--- src/include/ufc_pkg.sv ---
package ufc_pkg;

   // register word indices, decoded from haddr_i[7:2], one aligned word each
   localparam logic [5:0] IDX_DATA = 6'h00;
   localparam logic [5:0] IDX_STATUS = 6'h01;
   localparam logic [5:0] IDX_CTRLB = 6'h02;
   localparam logic [5:0] IDX_FFC = 6'h03;
   localparam logic [5:0] IDX_BDL = 6'h04;
   localparam logic [5:0] IDX_BDH = 6'h05;
   localparam logic [5:0] IDX_MASK = 6'h06;

   // frame_format_control fields
   localparam int FFC_MODE_LSB = 6;
   localparam int FFC_PAR_LSB = 4;
   localparam int FFC_STOP_BIT = 3;
   localparam int FFC_SIZE_LSB = 1;
   localparam int FFC_POL_BIT = 0;
   localparam logic [7:0] FFC_RESET = 8'h06;

   // port_control_register_b fields
   localparam int CTRLB_RXEN_BIT = 4;
   localparam int CTRLB_TXEN_BIT = 3;
   localparam int CTRLB_SIZE_TOP_BIT = 2;
   localparam int CTRLB_DBL_BIT = 1;
   localparam logic [7:0] CTRLB_WMASK = 8'h1e;
   localparam logic [7:0] CTRLB_RESET = 8'h00;

   localparam logic [11:0] BAUD_RESET = 12'h000;
   localparam logic [3:0] MASK_RESET = 4'h0;
   localparam logic [3:0] STATUS_RESET = 4'h0;

   // port_status_register bits; 3:0 sticky, 5:4 live
   localparam int ST_RX_DONE = 0;
   localparam int ST_TX_DONE = 1;
   localparam int ST_PARITY = 2;
   localparam int ST_FRAME = 3;
   localparam int ST_TX_BUSY = 4;
   localparam int ST_TX_FULL = 5;

   localparam logic [1:0] MODE_ASYNC = 2'h0;
   localparam logic [1:0] MODE_SYNC = 2'h1;
   localparam logic [1:0] MODE_RSVD = 2'h2;
   localparam logic [1:0] MODE_SPI = 2'h3;

   localparam logic [1:0] PAR_OFF = 2'h0;
   localparam logic [1:0] PAR_RSVD = 2'h1;
   localparam logic [1:0] PAR_EVEN = 2'h2;
   localparam logic [1:0] PAR_ODD = 2'h3;

   localparam logic [4:0] OS_NORMAL = 5'h10;
   localparam logic [4:0] OS_DOUBLE = 5'h08;
   localparam logic [2:0] HSIZE_WORD = 3'h2;

   typedef enum logic [2:0] {
      TX_IDLE = 3'b000,
      TX_START = 3'b001,
      TX_DATA = 3'b011,
      TX_PARITY = 3'b010,
      TX_STOP1 = 3'b110,
      TX_STOP2 = 3'b111
   } ufc_tx_st_t;

   typedef enum logic [2:0] {
      RX_IDLE = 3'b000,
      RX_START = 3'b001,
      RX_DATA = 3'b011,
      RX_PARITY = 3'b010,
      RX_STOP = 3'b110
   } ufc_rx_st_t;

   function automatic logic [4:0] ufc_os_len(input logic dbl);
      ufc_os_len = dbl ? OS_DOUBLE : OS_NORMAL;
   endfunction

   // reserved codes fall back to eight bits
   function automatic logic [3:0] ufc_char_len(input logic [2:0] code);
      case (code)
         3'h0: ufc_char_len = 4'h5;
         3'h1: ufc_char_len = 4'h6;
         3'h2: ufc_char_len = 4'h7;
         3'h7: ufc_char_len = 4'h9;
         default: ufc_char_len = 4'h8;
      endcase
   endfunction

   // parity bit that makes the frame even, or odd when odd is set
   function automatic logic ufc_parity(input logic [8:0] d, input logic [3:0] len,
                                       input logic odd);
      logic p;
      p = odd;
      for (int i = 0; i < 9; i++) begin
         if (4'(i) < len) begin
            p = p ^ d[i];
         end
      end
      ufc_parity = p;
   endfunction

endpackage

--- src/rtl/ufc_baud.sv ---
`timescale 1ns/1ps
module ufc_baud import ufc_pkg::*; (
   input wire logic core_clk_i,         // system clock
   input wire logic resetn_i,           // async reset, active low
   input wire logic [11:0] divisor_i,   // baud_divisor_value
   input wire logic reload_i,           // reload prescaler now
   input wire logic double_i,           // double speed in effect
   output logic presc_tick_o,           // one pulse per div+1 clocks
   output logic bit_tick_o              // one pulse per bit period
);

   logic [11:0] presc_r, presc_nxt;
   logic [4:0] os_r, os_nxt;
   logic tick_r, tick_nxt;
   logic bit_r, bit_nxt;

   always_comb begin
      presc_nxt = presc_r;
      os_nxt = os_r;
      tick_nxt = 1'b0;
      bit_nxt = 1'b0;
      if (reload_i) begin
         presc_nxt = divisor_i;
         os_nxt = 5'h00;
      end else if (presc_r == 12'h000) begin
         // period is divisor plus one clocks per tick
         presc_nxt = divisor_i;
         tick_nxt = 1'b1;
         if (os_r == ufc_os_len(double_i) - 5'h01) begin
            os_nxt = 5'h00;
            bit_nxt = 1'b1;
         end else begin
            os_nxt = os_r + 5'h01;
         end
      end else begin
         presc_nxt = presc_r - 12'h001;
      end
   end

   always_ff @(posedge core_clk_i or negedge resetn_i) begin
      if (!resetn_i) begin
         presc_r <= BAUD_RESET;
         os_r <= 5'h00;
         tick_r <= 1'b0;
         bit_r <= 1'b0;
      end else begin
         presc_r <= presc_nxt;
         os_r <= os_nxt;
         tick_r <= tick_nxt;
         bit_r <= bit_nxt;
      end
   end

   assign presc_tick_o = tick_r;
   assign bit_tick_o = bit_r;

endmodule

--- src/rtl/ufc_top.sv ---
// Local design decisions: the AHB-Lite slave port and the address map.
`timescale 1ns/1ps
module ufc_top import ufc_pkg::*; (
   input wire logic core_clk_i,             // system clock, 250 MHz
   input wire logic resetn_i,               // async reset, active low
   input wire logic hsel_i,                 // ahb slave select
   input wire logic [31:0] haddr_i,         // ahb address
   input wire logic [1:0] htrans_i,         // ahb transfer type
   input wire logic hwrite_i,               // ahb write
   input wire logic [2:0] hsize_i,          // ahb size
   input wire logic [31:0] hwdata_i,        // ahb write data
   input wire logic hready_i,               // ahb bus ready
   output logic [31:0] hrdata_o,            // ahb read data
   output logic hreadyout_o,                // ahb slave ready
   output logic hresp_o,                    // ahb response, always okay
   input wire logic receive_pin_i,          // serial data in
   output logic transmit_pin_o,             // serial data out
   output logic sync_clock_pin_o,           // synchronous clock out
   output logic sync_clock_pin_oe_o,        // synchronous clock drive enable
   output logic master_spi_operation_o,     // master spi mode selected
   output logic irq_o                       // level interrupt
);

   // bus and register state
   logic ph_valid_r, ph_valid_nxt;
   logic ph_write_r, ph_write_nxt;
   logic ph_word_r, ph_word_nxt;
   logic [5:0] ph_idx_r, ph_idx_nxt;
   logic ready_r, ready_nxt;
   logic [31:0] rdata_r, rdata_nxt;
   logic [7:0] ffc_r, ffc_nxt;
   logic [7:0] ctrlb_r, ctrlb_nxt;
   logic [11:0] baud_r, baud_nxt;
   logic [3:0] mask_r, mask_nxt;
   logic [3:0] status_r, status_nxt;
   logic [8:0] tx_buf_r, tx_buf_nxt;
   logic tx_full_r, tx_full_nxt;
   logic irq_r, irq_nxt;
   logic baud_reload;
   logic wr_en;
   logic rd_en;

   // transmitter state
   ufc_tx_st_t tx_st_r, tx_st_nxt;
   logic [8:0] tx_sh_r, tx_sh_nxt;
   logic [3:0] tx_cnt_r, tx_cnt_nxt;
   logic tx_par_r, tx_par_nxt;
   logic txd_r, txd_nxt;
   logic tx_load;
   logic tx_done;
   logic tx_step;

   // receiver state
   ufc_rx_st_t rx_st_r, rx_st_nxt;
   logic [8:0] rx_sh_r, rx_sh_nxt;
   logic [8:0] rx_data_r, rx_data_nxt;
   logic [3:0] rx_cnt_r, rx_cnt_nxt;
   logic [4:0] rx_os_r, rx_os_nxt;
   logic rx_par_r, rx_par_nxt;
   logic rx_done;
   logic rx_par_err;
   logic rx_frm_err;
   logic rx_mid;
   logic rx_full;
   logic rx_samp;

   // pin side state
   logic xck_r, xck_nxt;
   logic xck_oe_r, xck_oe_nxt;
   logic spi_r, spi_nxt;
   logic rise_ev;
   logic fall_ev;
   logic launch_ev;
   logic sample_ev;

   logic presc_tick;
   logic bit_tick;

   // decoded configuration
   logic [1:0] mode;
   logic [1:0] par_mode;
   logic par_en;
   logic par_odd;
   logic two_stop;
   logic [3:0] char_len;
   logic sync_mode;
   logic mode_ok;
   logic dbl_eff;
   logic [4:0] os_len;

   always_comb begin
      mode = ffc_r[FFC_MODE_LSB +: 2];
      sync_mode = (mode == MODE_SYNC) || (mode == MODE_SPI);
      mode_ok = (mode != MODE_RSVD);
      par_mode = ffc_r[FFC_PAR_LSB +: 2];
      // reserved parity code behaves as parity off
      par_en = (par_mode == PAR_EVEN) || (par_mode == PAR_ODD);
      par_odd = (par_mode == PAR_ODD);
      two_stop = ffc_r[FFC_STOP_BIT];
      char_len = ufc_char_len({ctrlb_r[CTRLB_SIZE_TOP_BIT],
                               ffc_r[FFC_SIZE_LSB +: 2]});
      // double speed has no meaning for the clocked modes
      dbl_eff = ctrlb_r[CTRLB_DBL_BIT] && (mode == MODE_ASYNC);
      os_len = ufc_os_len(dbl_eff);
   end

   ufc_baud u_baud (
      .core_clk_i(core_clk_i),
      .resetn_i(resetn_i),
      .divisor_i(baud_nxt), // the value being written, so a low write reloads with it
      .reload_i(baud_reload),
      .double_i(dbl_eff),
      .presc_tick_o(presc_tick),
      .bit_tick_o(bit_tick)
   );

   // ahb slave: writes take no wait, reads one wait so a write just before is seen
   always_comb begin
      ph_valid_nxt = hsel_i && htrans_i[1] && hready_i;
      ph_write_nxt = ph_write_r;
      ph_word_nxt = ph_word_r;
      ph_idx_nxt = ph_idx_r;
      if (ph_valid_nxt) begin
         ph_write_nxt = hwrite_i;
         ph_word_nxt = (hsize_i == HSIZE_WORD);
         ph_idx_nxt = haddr_i[7:2];
      end
      wr_en = ph_valid_r && ph_write_r && ph_word_r;
      rd_en = ph_valid_r && !ph_write_r;
      ready_nxt = !(ph_valid_nxt && !hwrite_i);
      rdata_nxt = rdata_r;
      if (rd_en) begin
         unique case (ph_idx_r)
            IDX_DATA: rdata_nxt = {23'h00_0000, rx_data_r};
            IDX_STATUS: rdata_nxt = {26'h000_0000, tx_full_r, tx_st_r != TX_IDLE, status_r};
            IDX_CTRLB: rdata_nxt = {24'h00_0000, ctrlb_r};
            IDX_FFC: rdata_nxt = {24'h00_0000, ffc_r};
            IDX_BDL: rdata_nxt = {24'h00_0000, baud_r[7:0]};
            IDX_BDH: rdata_nxt = {28'h000_0000, baud_r[11:8]};
            IDX_MASK: rdata_nxt = {28'h000_0000, mask_r};
            default: rdata_nxt = 32'h0000_0000;
         endcase
      end
   end

   always_ff @(posedge core_clk_i or negedge resetn_i) begin
      if (!resetn_i) begin
         ph_valid_r <= 1'b0;
         ph_write_r <= 1'b0;
         ph_word_r <= 1'b0;
         ph_idx_r <= 6'h00;
         ready_r <= 1'b1;
         rdata_r <= 32'h0000_0000;
      end else begin
         ph_valid_r <= ph_valid_nxt;
         ph_write_r <= ph_write_nxt;
         ph_word_r <= ph_word_nxt;
         ph_idx_r <= ph_idx_nxt;
         ready_r <= ready_nxt;
         rdata_r <= rdata_nxt;
      end
   end

   // register file, status and interrupt
   always_comb begin
      ffc_nxt = ffc_r;
      ctrlb_nxt = ctrlb_r;
      baud_nxt = baud_r;
      mask_nxt = mask_r;
      tx_buf_nxt = tx_buf_r;
      tx_full_nxt = tx_full_r && !tx_load;
      baud_reload = 1'b0;
      if (wr_en) begin
         unique case (ph_idx_r)
            IDX_DATA: begin
               // a write while the holding register is full is dropped
               if (!tx_full_r) begin
                  tx_buf_nxt = hwdata_i[8:0];
                  tx_full_nxt = 1'b1;
               end
            end
            IDX_CTRLB: ctrlb_nxt = hwdata_i[7:0] & CTRLB_WMASK;
            IDX_FFC: ffc_nxt = hwdata_i[7:0];
            IDX_BDL: begin
               baud_nxt[7:0] = hwdata_i[7:0];
               baud_reload = 1'b1;
            end
            // upper nibble is not stored and reads back zero
            IDX_BDH: baud_nxt[11:8] = hwdata_i[3:0];
            IDX_MASK: mask_nxt = hwdata_i[3:0];
            default: begin
            end
         endcase
      end
      // a new event in the clearing read cycle survives
      status_nxt = status_r;
      if (rd_en && ph_idx_r == IDX_STATUS) begin
         status_nxt = STATUS_RESET;
      end
      status_nxt[ST_RX_DONE] = status_nxt[ST_RX_DONE] | rx_done;
      status_nxt[ST_TX_DONE] = status_nxt[ST_TX_DONE] | tx_done;
      status_nxt[ST_PARITY] = status_nxt[ST_PARITY] | rx_par_err;
      status_nxt[ST_FRAME] = status_nxt[ST_FRAME] | rx_frm_err;
      irq_nxt = |(status_nxt & mask_nxt);
   end

   always_ff @(posedge core_clk_i or negedge resetn_i) begin
      if (!resetn_i) begin
         ffc_r <= FFC_RESET;
         ctrlb_r <= CTRLB_RESET;
         baud_r <= BAUD_RESET;
         mask_r <= MASK_RESET;
         status_r <= STATUS_RESET;
         tx_buf_r <= 9'h000;
         tx_full_r <= 1'b0;
         irq_r <= 1'b0;
      end else begin
         ffc_r <= ffc_nxt;
         ctrlb_r <= ctrlb_nxt;
         baud_r <= baud_nxt;
         mask_r <= mask_nxt;
         status_r <= status_nxt;
         tx_buf_r <= tx_buf_nxt;
         tx_full_r <= tx_full_nxt;
         irq_r <= irq_nxt;
      end
   end

   // synchronous clock pin and the edges it defines
   always_comb begin
      rise_ev = sync_mode && presc_tick && !xck_r;
      fall_ev = sync_mode && presc_tick && xck_r;
      launch_ev = ffc_r[FFC_POL_BIT] ? fall_ev : rise_ev;
      sample_ev = ffc_r[FFC_POL_BIT] ? rise_ev : fall_ev;
      xck_nxt = sync_mode && (xck_r ^ presc_tick);
      xck_oe_nxt = sync_mode;
      spi_nxt = (mode == MODE_SPI);
   end

   always_ff @(posedge core_clk_i or negedge resetn_i) begin
      if (!resetn_i) begin
         xck_r <= 1'b0;
         xck_oe_r <= 1'b0;
         spi_r <= 1'b0;
      end else begin
         xck_r <= xck_nxt;
         xck_oe_r <= xck_oe_nxt;
         spi_r <= spi_nxt;
      end
   end

   // transmitter
   always_comb begin
      tx_step = sync_mode ? launch_ev : bit_tick;
      tx_st_nxt = tx_st_r;
      tx_sh_nxt = tx_sh_r;
      tx_cnt_nxt = tx_cnt_r;
      tx_par_nxt = tx_par_r;
      txd_nxt = txd_r;
      tx_load = 1'b0;
      tx_done = 1'b0;
      if (tx_step) begin
         unique case (tx_st_r)
            TX_IDLE: begin
               txd_nxt = 1'b1;
               if (ctrlb_r[CTRLB_TXEN_BIT] && tx_full_r && mode_ok) begin
                  tx_sh_nxt = tx_buf_r;
                  tx_par_nxt = ufc_parity(tx_buf_r, char_len, par_odd);
                  tx_load = 1'b1;
                  txd_nxt = 1'b0;
                  tx_st_nxt = TX_START;
               end
            end
            TX_START: begin
               txd_nxt = tx_sh_r[0];
               tx_sh_nxt = {1'b0, tx_sh_r[8:1]};
               tx_cnt_nxt = 4'h1;
               tx_st_nxt = TX_DATA;
            end
            TX_DATA: begin
               if (tx_cnt_r == char_len) begin
                  txd_nxt = par_en ? tx_par_r : 1'b1;
                  tx_st_nxt = par_en ? TX_PARITY : TX_STOP1;
               end else begin
                  txd_nxt = tx_sh_r[0];
                  tx_sh_nxt = {1'b0, tx_sh_r[8:1]};
                  tx_cnt_nxt = tx_cnt_r + 4'h1;
               end
            end
            TX_PARITY: begin
               txd_nxt = 1'b1;
               tx_st_nxt = TX_STOP1;
            end
            TX_STOP1: begin
               tx_st_nxt = two_stop ? TX_STOP2 : TX_IDLE;
               tx_done = !two_stop;
            end
            TX_STOP2: begin
               tx_st_nxt = TX_IDLE;
               tx_done = 1'b1;
            end
         endcase
      end
   end

   always_ff @(posedge core_clk_i or negedge resetn_i) begin
      if (!resetn_i) begin
         tx_st_r <= TX_IDLE;
         tx_sh_r <= 9'h000;
         tx_cnt_r <= 4'h0;
         tx_par_r <= 1'b0;
         txd_r <= 1'b1;
      end else begin
         tx_st_r <= tx_st_nxt;
         tx_sh_r <= tx_sh_nxt;
         tx_cnt_r <= tx_cnt_nxt;
         tx_par_r <= tx_par_nxt;
         txd_r <= txd_nxt;
      end
   end

   // receiver; async mode oversamples on the prescaler tick
   always_comb begin
      rx_mid = presc_tick && (rx_os_r == (os_len >> 1) - 5'h01);
      rx_full = presc_tick && (rx_os_r == os_len - 5'h01);
      rx_samp = sync_mode ? sample_ev : rx_full;
      rx_st_nxt = rx_st_r;
      rx_sh_nxt = rx_sh_r;
      rx_data_nxt = rx_data_r;
      rx_cnt_nxt = rx_cnt_r;
      rx_par_nxt = rx_par_r;
      rx_os_nxt = rx_os_r;
      rx_done = 1'b0;
      rx_par_err = 1'b0;
      rx_frm_err = 1'b0;
      if (presc_tick) begin
         rx_os_nxt = rx_full ? 5'h00 : rx_os_r + 5'h01;
      end
      unique case (rx_st_r)
         RX_IDLE: begin
            rx_os_nxt = 5'h00;
            rx_cnt_nxt = 4'h0;
            rx_sh_nxt = 9'h000;
            if (ctrlb_r[CTRLB_RXEN_BIT] && mode_ok && !receive_pin_i) begin
               if (sync_mode && sample_ev) begin
                  rx_st_nxt = RX_DATA;
               end else if (!sync_mode && presc_tick) begin
                  rx_os_nxt = 5'h01;
                  rx_st_nxt = RX_START;
               end
            end
         end
         RX_START: begin
            if (rx_mid) begin
               // a start bit gone high again by mid-bit is a glitch
               rx_os_nxt = 5'h00;
               rx_st_nxt = receive_pin_i ? RX_IDLE : RX_DATA;
            end
         end
         RX_DATA: begin
            if (rx_samp) begin
               rx_sh_nxt[rx_cnt_r] = receive_pin_i;
               rx_cnt_nxt = rx_cnt_r + 4'h1;
               if (rx_cnt_r == char_len - 4'h1) begin
                  rx_st_nxt = par_en ? RX_PARITY : RX_STOP;
               end
            end
         end
         RX_PARITY: begin
            if (rx_samp) begin
               rx_par_nxt = receive_pin_i;
               rx_st_nxt = RX_STOP;
            end
         end
         RX_STOP: begin
            // only the first stop bit is looked at, whatever the stop select
            if (rx_samp) begin
               rx_data_nxt = rx_sh_r;
               rx_done = 1'b1;
               rx_frm_err = !receive_pin_i;
               rx_par_err = par_en &&
                  (ufc_parity(rx_sh_r, char_len, par_odd) != rx_par_r);
               rx_st_nxt = RX_IDLE;
            end
         end
         default: rx_st_nxt = RX_IDLE;
      endcase
      if (!ctrlb_r[CTRLB_RXEN_BIT]) begin
         rx_st_nxt = RX_IDLE;
      end
   end

   always_ff @(posedge core_clk_i or negedge resetn_i) begin
      if (!resetn_i) begin
         rx_st_r <= RX_IDLE;
         rx_sh_r <= 9'h000;
         rx_data_r <= 9'h000;
         rx_cnt_r <= 4'h0;
         rx_par_r <= 1'b0;
         rx_os_r <= 5'h00;
      end else begin
         rx_st_r <= rx_st_nxt;
         rx_sh_r <= rx_sh_nxt;
         rx_data_r <= rx_data_nxt;
         rx_cnt_r <= rx_cnt_nxt;
         rx_par_r <= rx_par_nxt;
         rx_os_r <= rx_os_nxt;
      end
   end

   assign hrdata_o = rdata_r;
   assign hreadyout_o = ready_r;
   assign hresp_o = 1'b0;
   assign transmit_pin_o = txd_r;
   assign sync_clock_pin_o = xck_r;
   assign sync_clock_pin_oe_o = xck_oe_r;
   assign master_spi_operation_o = spi_r;
   assign irq_o = irq_r;

endmodule

--- config.mk ---
export PLATFORM = sky130hd
export DESIGN_NAME = ufc_top
export DESIGN_NICKNAME = d
export VERILOG_FILES = /design/src/include/ufc_pkg.sv /design/src/rtl/ufc_baud.sv /design/src/rtl/ufc_top.sv
export SDC_FILE = /design/constraint.sdc
export NUM_CORES = 1
export LEC_CHECK = 0
export ABC_AREA = 1
export BUFFER_PORTS_ARGS = -buffer_cell sky130_fd_sc_hd__clkbuf_2
export CAP_MARGIN = 10
export CORE_UTILIZATION = 35
export DETAILED_ROUTE_END_ITERATION = 7
export PLACE_DENSITY = 0.56
export REMOVE_ABC_BUFFERS = 1
export SLEW_MARGIN = 30
export SYNTH_ARGS = -nofsm -noshare
export SYNTH_HDL_FRONTEND = slang
export SYNTH_HIERARCHICAL = 1
export SYNTH_SLANG_ARGS = --single-unit
--- constraint.sdc ---
create_clock -name core_clk_i -period 2.6 [get_ports core_clk_i]
set_input_delay 0 -clock core_clk_i [delete_from_list [all_inputs] [get_ports core_clk_i]]
set_output_delay 0 -clock core_clk_i [all_outputs]
set_load 0.1 [all_outputs]
==> results of run 1 <==
-- final cells by class --
cell class	instances	area [µm²]	area share (%)
repair buffers	73	517	6.05
inverters	117	439	5.14
multi-input cells	629	3340	39.1
clock buffers	21	470	5.51
well taps	270	338	3.95
flip-flops and latches	133	3330	39.0
clock inverters	11	101	1.19
-- worst reg2reg max path, cell delays in order (launching register included) --
cell      delay [ps]
dfstp_2          590
nand2_2          110
nand2_2          110
inv_2             70
o21ai_2           90
inv_1             70
ha_1             170
nand3b_1         250
nand2_1          110
nand2_1           50
nand2_1           70
inv_1             40
nand2_1           50
nand2_1           60
nand3_1           80
nand2_1           60
nand2_1           90
nand2_1           90
nand2_1           70
nand2_1           50
-- flip-flops by register name, indices dropped and copies added (netlist names), 5 cells and up --
register        count
baud_r             12
tx_sh_r             9
ffc_r               8
ph_idx_r            6
u_baud/os_r         5
rx_data_r           9
hrdata_o            9
rx_os_r             5
u_baud/presc_r     12
tx_buf_r            9
rx_sh_r             9
-- cells in the final DEF, fill, tap and decap left out, types with 3 or more instances in the layout --
cell / n
conb_1: 24
inv_2: 8
o21ai_2: 10
dlygate4sd3_1: 19
inv_1: 108
o21ai_1: 9
o21ai_0: 74
nand3b_1: 3
clkinvlp_4: 4
dfstp_2: 4
clkbuf_2: 38
a21oi_1: 20
a22oi_1: 3
buf_4: 14
nand2_2: 14
ha_1: 12
nor3_1: 12
nor2_1: 54
nor2_4: 8
nand3_1: 48
or2_2: 5
nand2_4: 5
nand4_1: 6
xor2_1: 18
nand2_1: 237
dfrtp_1: 129
xnor2_1: 10
o221ai_1: 3
nor2_2: 9
mux2i_1: 15
clkbuf_16: 17
nand3_4: 3
o22ai_1: 6
clkinv_2: 3
clkbuf_8: 3
-- report_power, final --
group / leakage, nW / internal [mW] / switching, mW
sequential: 1.60 / 2.20 / 0.111
combinational: 2.41 / 0.248 / 0.654
clock: 0.272 / 1.39 / 0.935
-- metrics by stage --
step	hold slack [ps]	power, mW	utilization, %	setup TNS, ps	setup slack [ps]
2_1_floorplan	-296	3.02	-	0	457
3_3_place_gp	-34.4	3.22	38.0	0	140
3_5_place_dp	-33.7	3.23	38.0	0	123
4_1_cts	13.0	5.61	41.7	0	107
5_1_grt	51.9	5.78	42.0	-8.29	-8.29
6_report	30.7	5.54	42.0	0	207
-- cell families (layout without fill, tap and decap cells) --
group,count (synthesis),after routing,share of synthesized area (%)
compound gates,140,140,11.2
fa+ha+maj,12,12,2.06
xor+xnor,28,28,3.36
mux,16,16,2.21
flops,133,133,45.6
other cells,1,24,0.0513
simple gates,409,409,25.6
buf+inv,156,222,9.90
-- routing by layer --
metal,up-vias,share of wire (%),global-route usage [%]
li1,2977,-,-
met4,0,1.3,5.42
met2,125,47,27.8
met1,2719,48,23.2
met3,16,3.4,3.09
met5,-,0,0
-- how the worst max path moves through the flow --
stage / cells after the start / endpoint / slack (ps) / start
2_1_floorplan: 10 / irq_o / 460 / sync_clock_pin_o
3_3_place_gp: 19 / irq_o / 140 / ffc_r[1]
3_5_place_dp: 19 / irq_o / 120 / ffc_r[1]
4_1_cts: 19 / irq_o / 110 / ffc_r[1]
5_1_grt: 19 / irq_o / -8 / ctrlb_r[2]
6_report: 19 / irq_o / 210 / ffc_r[1]
-- timing repair --
item,CTS,global route
resized for setup,0,2
buffers inserted,0,5
hold endpoints to repair,135,0
hold buffers,19,0
setup endpoints to repair,0,5
==> out/results.tsv, run 1 <==
stage	metric	value	unit
global_route	global router's overall resource usage	17.1	%
synthesis	ys async rst share	100	%
clock_tree	CTS tree	built	
drt	Via density	4.65	
clock_tree	Worst-path clk slew	60	ps
sta	Clock Skew	9.13	ps
setup_path	top cell family by delay on the critical path	simple AND/OR/NAND/NOR gates	
drt	Post-route DRC	0	
clock_tree	Root Buffer	clkbuf_16	
global_route	first-pass GRT wire length	28.6	mm
floorplanning	Chip Width	146	µm
synthesis	Post-Syn Area	7300	µm²
pwr	P_leak	4.28	nW
cells_and_area	n_diodes	0	
setup_path	WP data arrival	2700	ps
setup_path	R2R Path Start	ffc_r[1]	
setup_path	worst-path maximum fanout	5	
synthesis	most instantiated library cell after synthesis	nand2_1	
setup_path	reg-to-reg slack, setup	210	ps
min_path	Cells on Worst Hold Path	4	
synthesis	leading cell types by count after synthesis	nand2_1 (237), dfrtp_1 (129), inv_1 (108)	
synthesis	area leader, netlist	dfrtp_1	
clock_tree	maximum buffer depth of the clock tree	2	
setup_path	CP max stage delay	590	ps
sta	# setup viols final	0	
drt	Antenna Violating Nets Remaining	0	
cells_and_area	Layout Cells excl Fill	1254	
run	MaxCap Viol Count	0	
status	status	completed	
placed_design	gpl congestion	0.867	
setup_path	crit path cell chain	nand2_2 -> nand2_2 -> inv_2 -> o21ai_2 -> inv_1 -> ha_1 -> nand3b_1 -> nand2_1 -> nand2_1 -> nand2_1 -> inv_1 -> nand2_1 -> nand2_1 -> nand3_1 -> nand2_1 -> nand2_1 -> nand2_1 -> nand2_1 -> nand2_1	
synthesis	synth top area cells	dfrtp_1 (44%), nand2_1 (12%), inv_1 (5.6%), o21ai_0 (5.1%), nand3_1 (3.3%)	
min_path	worst hold endpoint	ph_idx_r[5]	
cells_and_area	layout cells sized above 1	16.2	%
sta	fin crit period	2390	ps
setup_path	CP bufs+invs	3	
cells_and_area	# nets final	1058	
global_route	pin count of the biggest net entering global routing	64	
drt	WL/cell	13.7	µm
clock_tree	Worst-Skew Late Latency	420	ps
sta	Pins Over Slew Limit	0	
setup_path	Worst R2R End	irq_o	
global_route	initial antenna violation count	0	
placed_design	placed cell areas	7730	µm²
sta	fin crit share	92.0	%
min_path	path type of the worst min-delay path	input port to register	
synthesis	synth unique cells	49	
synthesis	Avg Inst Size Synth	8.16	µm²
floorplanning	Die Y	146	µm
setup_path	Setup crit end kind	register	
floorplanning	IO Pins	114	
setup_path	WS Path Type	register to register	
sta	slew margin rel.	55.2	%
min_path	Hold Crit Start	htrans_i[1]	
drt	vias	5837	
placed_design	DP HPWL	12.6	mm
setup_path	Slowest-stage cell, CP	dfstp_2	
pwr	Peak VDD IR	0.521	mV
floorplanning	Die Area	21400	µm²
drt	total iterations of the first detailed-routing run	5	
global_route	grt ovf	0	
drt	initial detailed-routing violation count	356	
setup_path	CP dominant cell by count	nand2_1	
synthesis	register area share after synthesis	45.6	%
setup_path	CP Launch Type	register	
cells_and_area	area grow syn2layout	17.0	%
clock_tree	CTS sink cnt	133	
cells_and_area	Design Area, Final	8540	µm²
synthesis	EDFF count, synth	0	
synthesis	YS warnings	6	
synthesis	area share of the largest cell type after synthesis	44.2	%
synthesis	ys flop type	dfrtp_1	
placed_design	Cells after DPL	1198	
setup_path	Worst Path Required	2910	ps
sta	Fin. Hold Viols	0	
placed_design	# port buffers	39	
clock_tree	cts bufs inserted	17	
sta	Max Freq	0.418	GHz
floorplanning	Initial Util	35.9	%
cells_and_area	Layout fillers	2020	
clock_tree	number of H-tree levels	4	
pwr	pwr dens	648	nW/µm²
floorplanning	Rows	52	
drt	drt total wl	17.2	mm
setup_path	cells on worst reg2reg path	19	
sta	Worst Max-Slew Pin Slew	667	ps
global_route	vias in the first global route	5528	
synthesis	Syn Inst Count	895	
synthesis	Yosys reg bits	133	
floorplanning	Placeable Area	20400	µm²
(Power assumes the default switching activity.)
==> inputs of run 2 (changes only) <==
- clock period: 2.6 -> 2.9 ns (I/O delays scaled with it)
==> run 2 against run 1 <==
  * Utilization down 0.33 points
  * Register-to-register slack better by 170 ps
  * Flip-flop and latch count unchanged
  * Critical path depth unchanged
  * Clock skew up 0.91 ps
  * Die area unchanged
  * Critical endpoint unchanged
  * Highest routed layer unchanged
==> out/results.tsv, run 2 (synthesized netlist as in run 1, its figures left out) <==
stage	metric	value	unit
global_route	global router's overall resource usage	17.1	%
pwr	pwr dens	592	nW/µm²
run	MaxCap Viol Count	0	
setup_path	WS Path Type	register to register	
floorplanning	Chip Width	146	µm
clock_tree	maximum buffer depth of the clock tree	2	
floorplanning	IO Pins	114	
drt	Via density	4.63	
setup_path	CP Launch Type	register	
drt	initial detailed-routing violation count	287	
global_route	first-pass GRT wire length	28.4	mm
clock_tree	CTS sink cnt	133	
floorplanning	Placeable Area	20400	µm²
sta	Pins Over Slew Limit	0	
sta	slew margin rel.	58.1	%
clock_tree	Setup Fix Bufs, Post-CTS	0	
sta	RSZ-0062 raised after global routing	no	
global_route	grt ovf	0	
pwr	Gate power share	15.9	%
drt	total iterations of the first detailed-routing run	5	
floorplanning	Die Y	146	µm
global_route	pin count of the biggest net entering global routing	64	
setup_path	Worst Path Required	3220	ps
clock_tree	Worst-path clk slew	60	ps
sta	Fin. Hold Viols	0	
floorplanning	Rows	52	
floorplanning	Initial Util	35.9	%
placed_design	DP HPWL	12.6	mm
pwr	Peak VDD IR	0.458	mV
cells_and_area	most frequent cells in the layout	nand2_1 (237), dfrtp_1 (129), inv_1 (108)	
pwr	Clk network pwr share	42.8	%
drt	vias	5766	
cells_and_area	utilization after layout	41.6	%
pwr	switching share of power	32.1	%
clock_tree	CTS tree	built	
clock_tree	number of H-tree levels	4	
pwr	P_leak	4.25	nW
clock_tree	Root Buffer	clkbuf_16	
drt	WL/cell	13.8	µm
pwr	sequential cell fraction of total power	41.3	%
setup_path	Setup crit end kind	register	
clock_tree	cts bufs inserted	17	
global_route	vias in the first global route	5572	
sta	setup TNS	0	ps
sta	fin crit period	2520	ps
cells_and_area	area grow syn2layout	16.1	%
cells_and_area	commonest non-fill, non-tap cell in the layout	nand2_1	
cells_and_area	n_diodes	0	
cells_and_area	# nets final	1049	
drt	Antenna Violating Nets Remaining	0	
drt	Post-route DRC	0	
sta	Worst Max-Slew Pin Slew	629	ps
placed_design	gpl congestion	0.858	
cells_and_area	biggest regs	baud_r (12), u_baud/presc_r (12)	
sta	fin crit share	86.9	%
clock_tree	Worst-Skew Late Latency	430	ps
cells_and_area	layout cells sized above 1	15.4	%
min_path	path type of the worst min-delay path	input port to register	
setup_path	worst-path maximum fanout	6	
sta	Hold WS	23.9	ps
floorplanning	Die Area	21400	µm²
setup_path	reg-to-reg slack, setup	380	ps
setup_path	WP data arrival	2840	ps
sta	# setup viols final	0	
status	status	completed	
pwr	Switch Pwr	1.61	mW
drt	drt total wl	17.2	mm
placed_design	# port buffers	39	
global_route	initial antenna violation count	0	
sta	Max Freq	0.397	GHz
sta	Clock Skew	10.0	ps
pwr	internal power	3.41	mW
run 2: cell types whose count changed in the layout (fill, tap and decap cells not counted), moves of 3 or more:
cell,previous run,this run
buf_4,14,5
inv_8,0,4
clkbuf_8,3,0
clkinv_2,3,0
inv_6,2,5
run 2: routing by layer:
layer | track usage (%) | share of wire, % | vias up
li1 | - | - | 2953
met1 | 22.5 | 48 | 2677
met2 | 27.4 | 47 | 115
met3 | 3.91 | 3.4 | 21
met4 | 6.51 | 1.8 | 0
met5 | 0 | 0 | -
run 2: critical path, cell delays in order (launching register included):
cell,delay [ps]
dfstp_2,620
nand2_2,120
nand2_2,110
inv_2,60
o21ai_1,170
inv_1,80
ha_1,180
nand3b_1,260
nand2_1,110
nand2_1,50
nand2_1,70
inv_1,40
nand2_1,50
nand2_1,60
nand3_1,80
nand2_1,70
nand2_1,100
nand2_1,80
nand2_1,60
nand2_1,50
run 2: per-stage QoR:
step | std cells | area (µm²) | power (mW) | worst slack (ps)
global route | 1245 | 8480 | 5.23 | 171
floorplan | 879 | 7110 | 2.70 | 757
detailed placement | 1194 | 7700 | 2.89 | 417
CTS | 1245 | 8480 | 5.08 | 408
global placement | 1194 | 7700 | 2.89 | 431
finish | 1245 | 8480 | 5.02 | 381
run 2: final timing paths:
path	from	to	cells past startpoint
max in group asynchronous	resetn_i	rx_os_r[2]	3
worst max-delay path	ffc_r[1]	irq_o	19
worst max register to register	ffc_r[1]	irq_o	19
min in group asynchronous	resetn_i	tx_cnt_r[3]	2
worst min register to register	u_baud/presc_r[0]	u_baud/presc_r[0]	1
worst min-delay path	hwdata_i[2]	tx_buf_r[2]	3
run 2: power groups by stage:
stage	registers, mW	clock network (mW)	logic (mW)
2_1_floorplan	2.21	0	0.489
3_3_place_gp	2.10	0	0.781
3_5_place_dp	2.10	0	0.790
4_1_cts	2.07	2.20	0.812
5_1_grt	2.09	2.26	0.879
6_report	2.07	2.15	0.800
run 2: timing repair:
| action | CTS | global route |
|---|---|---|
| hold buffers | 19 | 0 |
| resized for setup | 0 | 0 |
| hold endpoints to repair | 96 | 0 |
run 2: cell type report:
| type | count | area [µm²] |
|---|---|---|
| clock buffer | 17 | 425 |
| clock inverter | 15 | 159 |
| fill | 2076 | 11900 |
| inverter | 117 | 439 |
| multi-input combinational | 629 | 3330 |
| sequential | 133 | 3330 |
| tap | 270 | 338 |
| timing repair buffer | 64 | 449 |
==> inputs of run 3 (changes only) <==
- CORE_ASPECT_RATIO: not set -> 0.5
==> run 3 against run 2 <==
  * The run now ends with DRC left
  * Count of clock-buffer cells in the layout rose by 2
  * Non-clock buffer count did not move
  * Clock skew fell by 1.9 ps
  * Global-route usage up 0.41 points
  * Power is 1.7% higher
  * Critical endpoint unchanged
  * Largest power group unchanged
==> out/results.tsv, run 3 (synthesized netlist as in run 1, its figures left out) <==
stage	metric	value	unit
status	status	complete, but fails checks	
status	failing checks	DRC	
min_path	path type of the worst min-delay path	input port to register	
pwr	P_leak	4.28	nW
sta	Pins Over Slew Limit	0	
pwr	Switch Pwr	1.52	mW
sta	setup ws final	364	ps
drt	Via density	4.74	
global_route	first-pass GRT wire length	29.2	mm
clock_tree	CTS sink cnt	133	
run	MaxCap Viol Count	0	
clock_tree	maximum buffer depth of the clock tree	2	
cells_and_area	area grow syn2layout	16.3	%
global_route	pin count of the biggest net entering global routing	83	
clock_tree	Resized cells post-CTS	0	
pwr	Clk network pwr share	43.6	%
global_route	global router's overall resource usage	17.5	%
global_route	initial antenna violation count	0	
sta	setup TNS	0	ps
placed_design	gpl congestion	0.859	
placed_design	DP HPWL	12.8	mm
placed_design	Post-Place Worst Slack	418	ps
pwr	Gate power share	15.8	%
clock_tree	Setup Fix Bufs, Post-CTS	0	
drt	WL/cell	14.0	µm
setup_path	worst-path maximum fanout	6	
setup_path	Worst Path Required	3210	ps
floorplanning	IO Pins	114	
sta	# setup viols final	0	
cells_and_area	Layout Cells excl Fill	1241	
global_route	vias in the first global route	5688	
pwr	switching share of power	29.8	%
clock_tree	cts bufs inserted	17	
pwr	internal power	3.58	mW
pwr	Peak VDD IR	0.353	mV
drt	Antenna Violating Nets Remaining	0	
drt	vias	5881	
sta	RSZ-0062 raised after global routing	no	
cells_and_area	commonest non-fill, non-tap cell in the layout	nand2_1	
floorplanning	Rows	36	
cells_and_area	Layout fillers	2007	
sta	fin crit period	2540	ps
cells_and_area	Multi-input gate area	3330	µm²
floorplanning	Die Area	21500	µm²
clock_tree	number of H-tree levels	4	
cells_and_area	layout cells sized above 1	15.4	%
sta	Clock Skew	8.09	ps
setup_path	Setup crit end kind	register	
clock_tree	Worst-Skew Late Latency	430	ps
floorplanning	Chip Width	206	µm
setup_path	WS Path Type	register to register	
pwr	sequential cell fraction of total power	40.6	%
drt	total iterations of the first detailed-routing run	7	
sta	Max Freq	0.394	GHz
sta	slew margin rel.	48.7	%
cells_and_area	most frequent cells in the layout	nand2_1 (237), dfrtp_1 (129), inv_1 (108)	
floorplanning	Placeable Area	20000	µm²
placed_design	Cells after DPL	1190	
drt	Post-route DRC	10	
global_route	grt ovf	0	
cells_and_area	utilization after layout	42.6	%
drt	drt total wl	17.4	mm
min_path	Cells on Worst Hold Path	3	
floorplanning	Initial Util	36.6	%
placed_design	# port buffers	39	
cells_and_area	n_diodes	0	
sta	Fin. Hold Viols	0	
drt	initial detailed-routing violation count	341	
sta	fin crit share	87.4	%
sta	Hold WS	43.6	ps
setup_path	CP Launch Type	register	
pwr	pwr dens	601	nW/µm²
setup_path	cells on worst reg2reg path	19	
clock_tree	Worst-path clk slew	60	ps
cells_and_area	# nets final	1049	
sta	Worst Max-Slew Pin Slew	769	ps
clock_tree	CTS tree	built	
cells_and_area	biggest regs	baud_r (12), u_baud/presc_r (12)	
floorplanning	Die Y	104	µm
clock_tree	Root Buffer	clkbuf_16	
cells_and_area	sequential cell area	3330	µm²
setup_path	WP data arrival	2850	ps
==> run 3: changes by cell type in the layout (fill, tap and decap cells not counted), sizes merged <==
cell and delta:
bufinv +2, clkbuf +2, clkinv +7, clkinvlp -3, inv -8
==> run 3: worst paths after layout <==
| path | endpoint | slack (ps) | start |
|---|---|---|---|
| min reg2reg | tx_sh_r[0] | 480 | tx_sh_r[0] |
| max in group asynchronous | transmit_pin_o | 1890 | resetn_i |
| max | irq_o | 360 | ffc_r[1] |
| max reg2reg | irq_o | 360 | ffc_r[1] |
| min in group asynchronous | hrdata_o[6] | 220 | resetn_i |
| min | ph_word_r | 40 | htrans_i[1] |
==> run 3: routing by layer <==
layer / wire, µm / vias to the layer above / share of wire (%) / track usage (%)
li1: - / 2959 / - / -
met1: 8950 / 2788 / 51 / 25.4
met2: 7470 / 108 / 43 / 25.1
met3: 642 / 26 / 3.7 / 4.07
met4: 369 / 0 / 2.1 / 6.67
met5: 0 / - / 0 / 0
==> run 3: what timing repair did <==
action,CTS,global route
hold endpoints to repair,107,0
setup endpoints to repair,0,0
hold buffers,19,0
==> run 3: worst max-delay path, stage by stage, from the launching register on <==
cell	delay, ps
dfstp_2	630
nand2_2	130
nand2_2	110
inv_2	70
o21ai_1	170
inv_1	80
ha_1	180
nand3b_1	220
nand2_1	90
nand2_1	50
nand2_1	70
inv_1	40
nand2_1	60
nand2_1	60
nand3_1	80
nand2_1	70
nand2_1	100
nand2_1	90
nand2_1	70
nand2_1	50
==> run 3: cell type report <==
type | count | share of cell area (%)
clock inverters | 13 | 1.83
repair buffers | 64 | 5.29
clock buffers | 19 | 5.33
inverters | 117 | 5.17
multi-input cells | 629 | 39.2
well taps | 266 | 3.92
flip-flops and latches | 133 | 39.2
==> run 3: through the flow <==
step / power [mW] / area [µm²]
after floorplan: 2.70 / 7110
after global placement: 2.88 / 7700
after detailed placement: 2.89 / 7700
after CTS: 5.17 / 8500
after global routing: 5.33 / 8500
final: 5.10 / 8500
==> run 3: power by group through the flow <==
stage	registers, mW	logic, mW	clock network, mW
3_5_place_dp	2.10	0.793	0
3_3_place_gp	2.10	0.782	0
6_report	2.07	0.804	2.23
4_1_cts	2.07	0.815	2.28
2_1_floorplan	2.21	0.489	0
5_1_grt	2.09	0.883	2.36
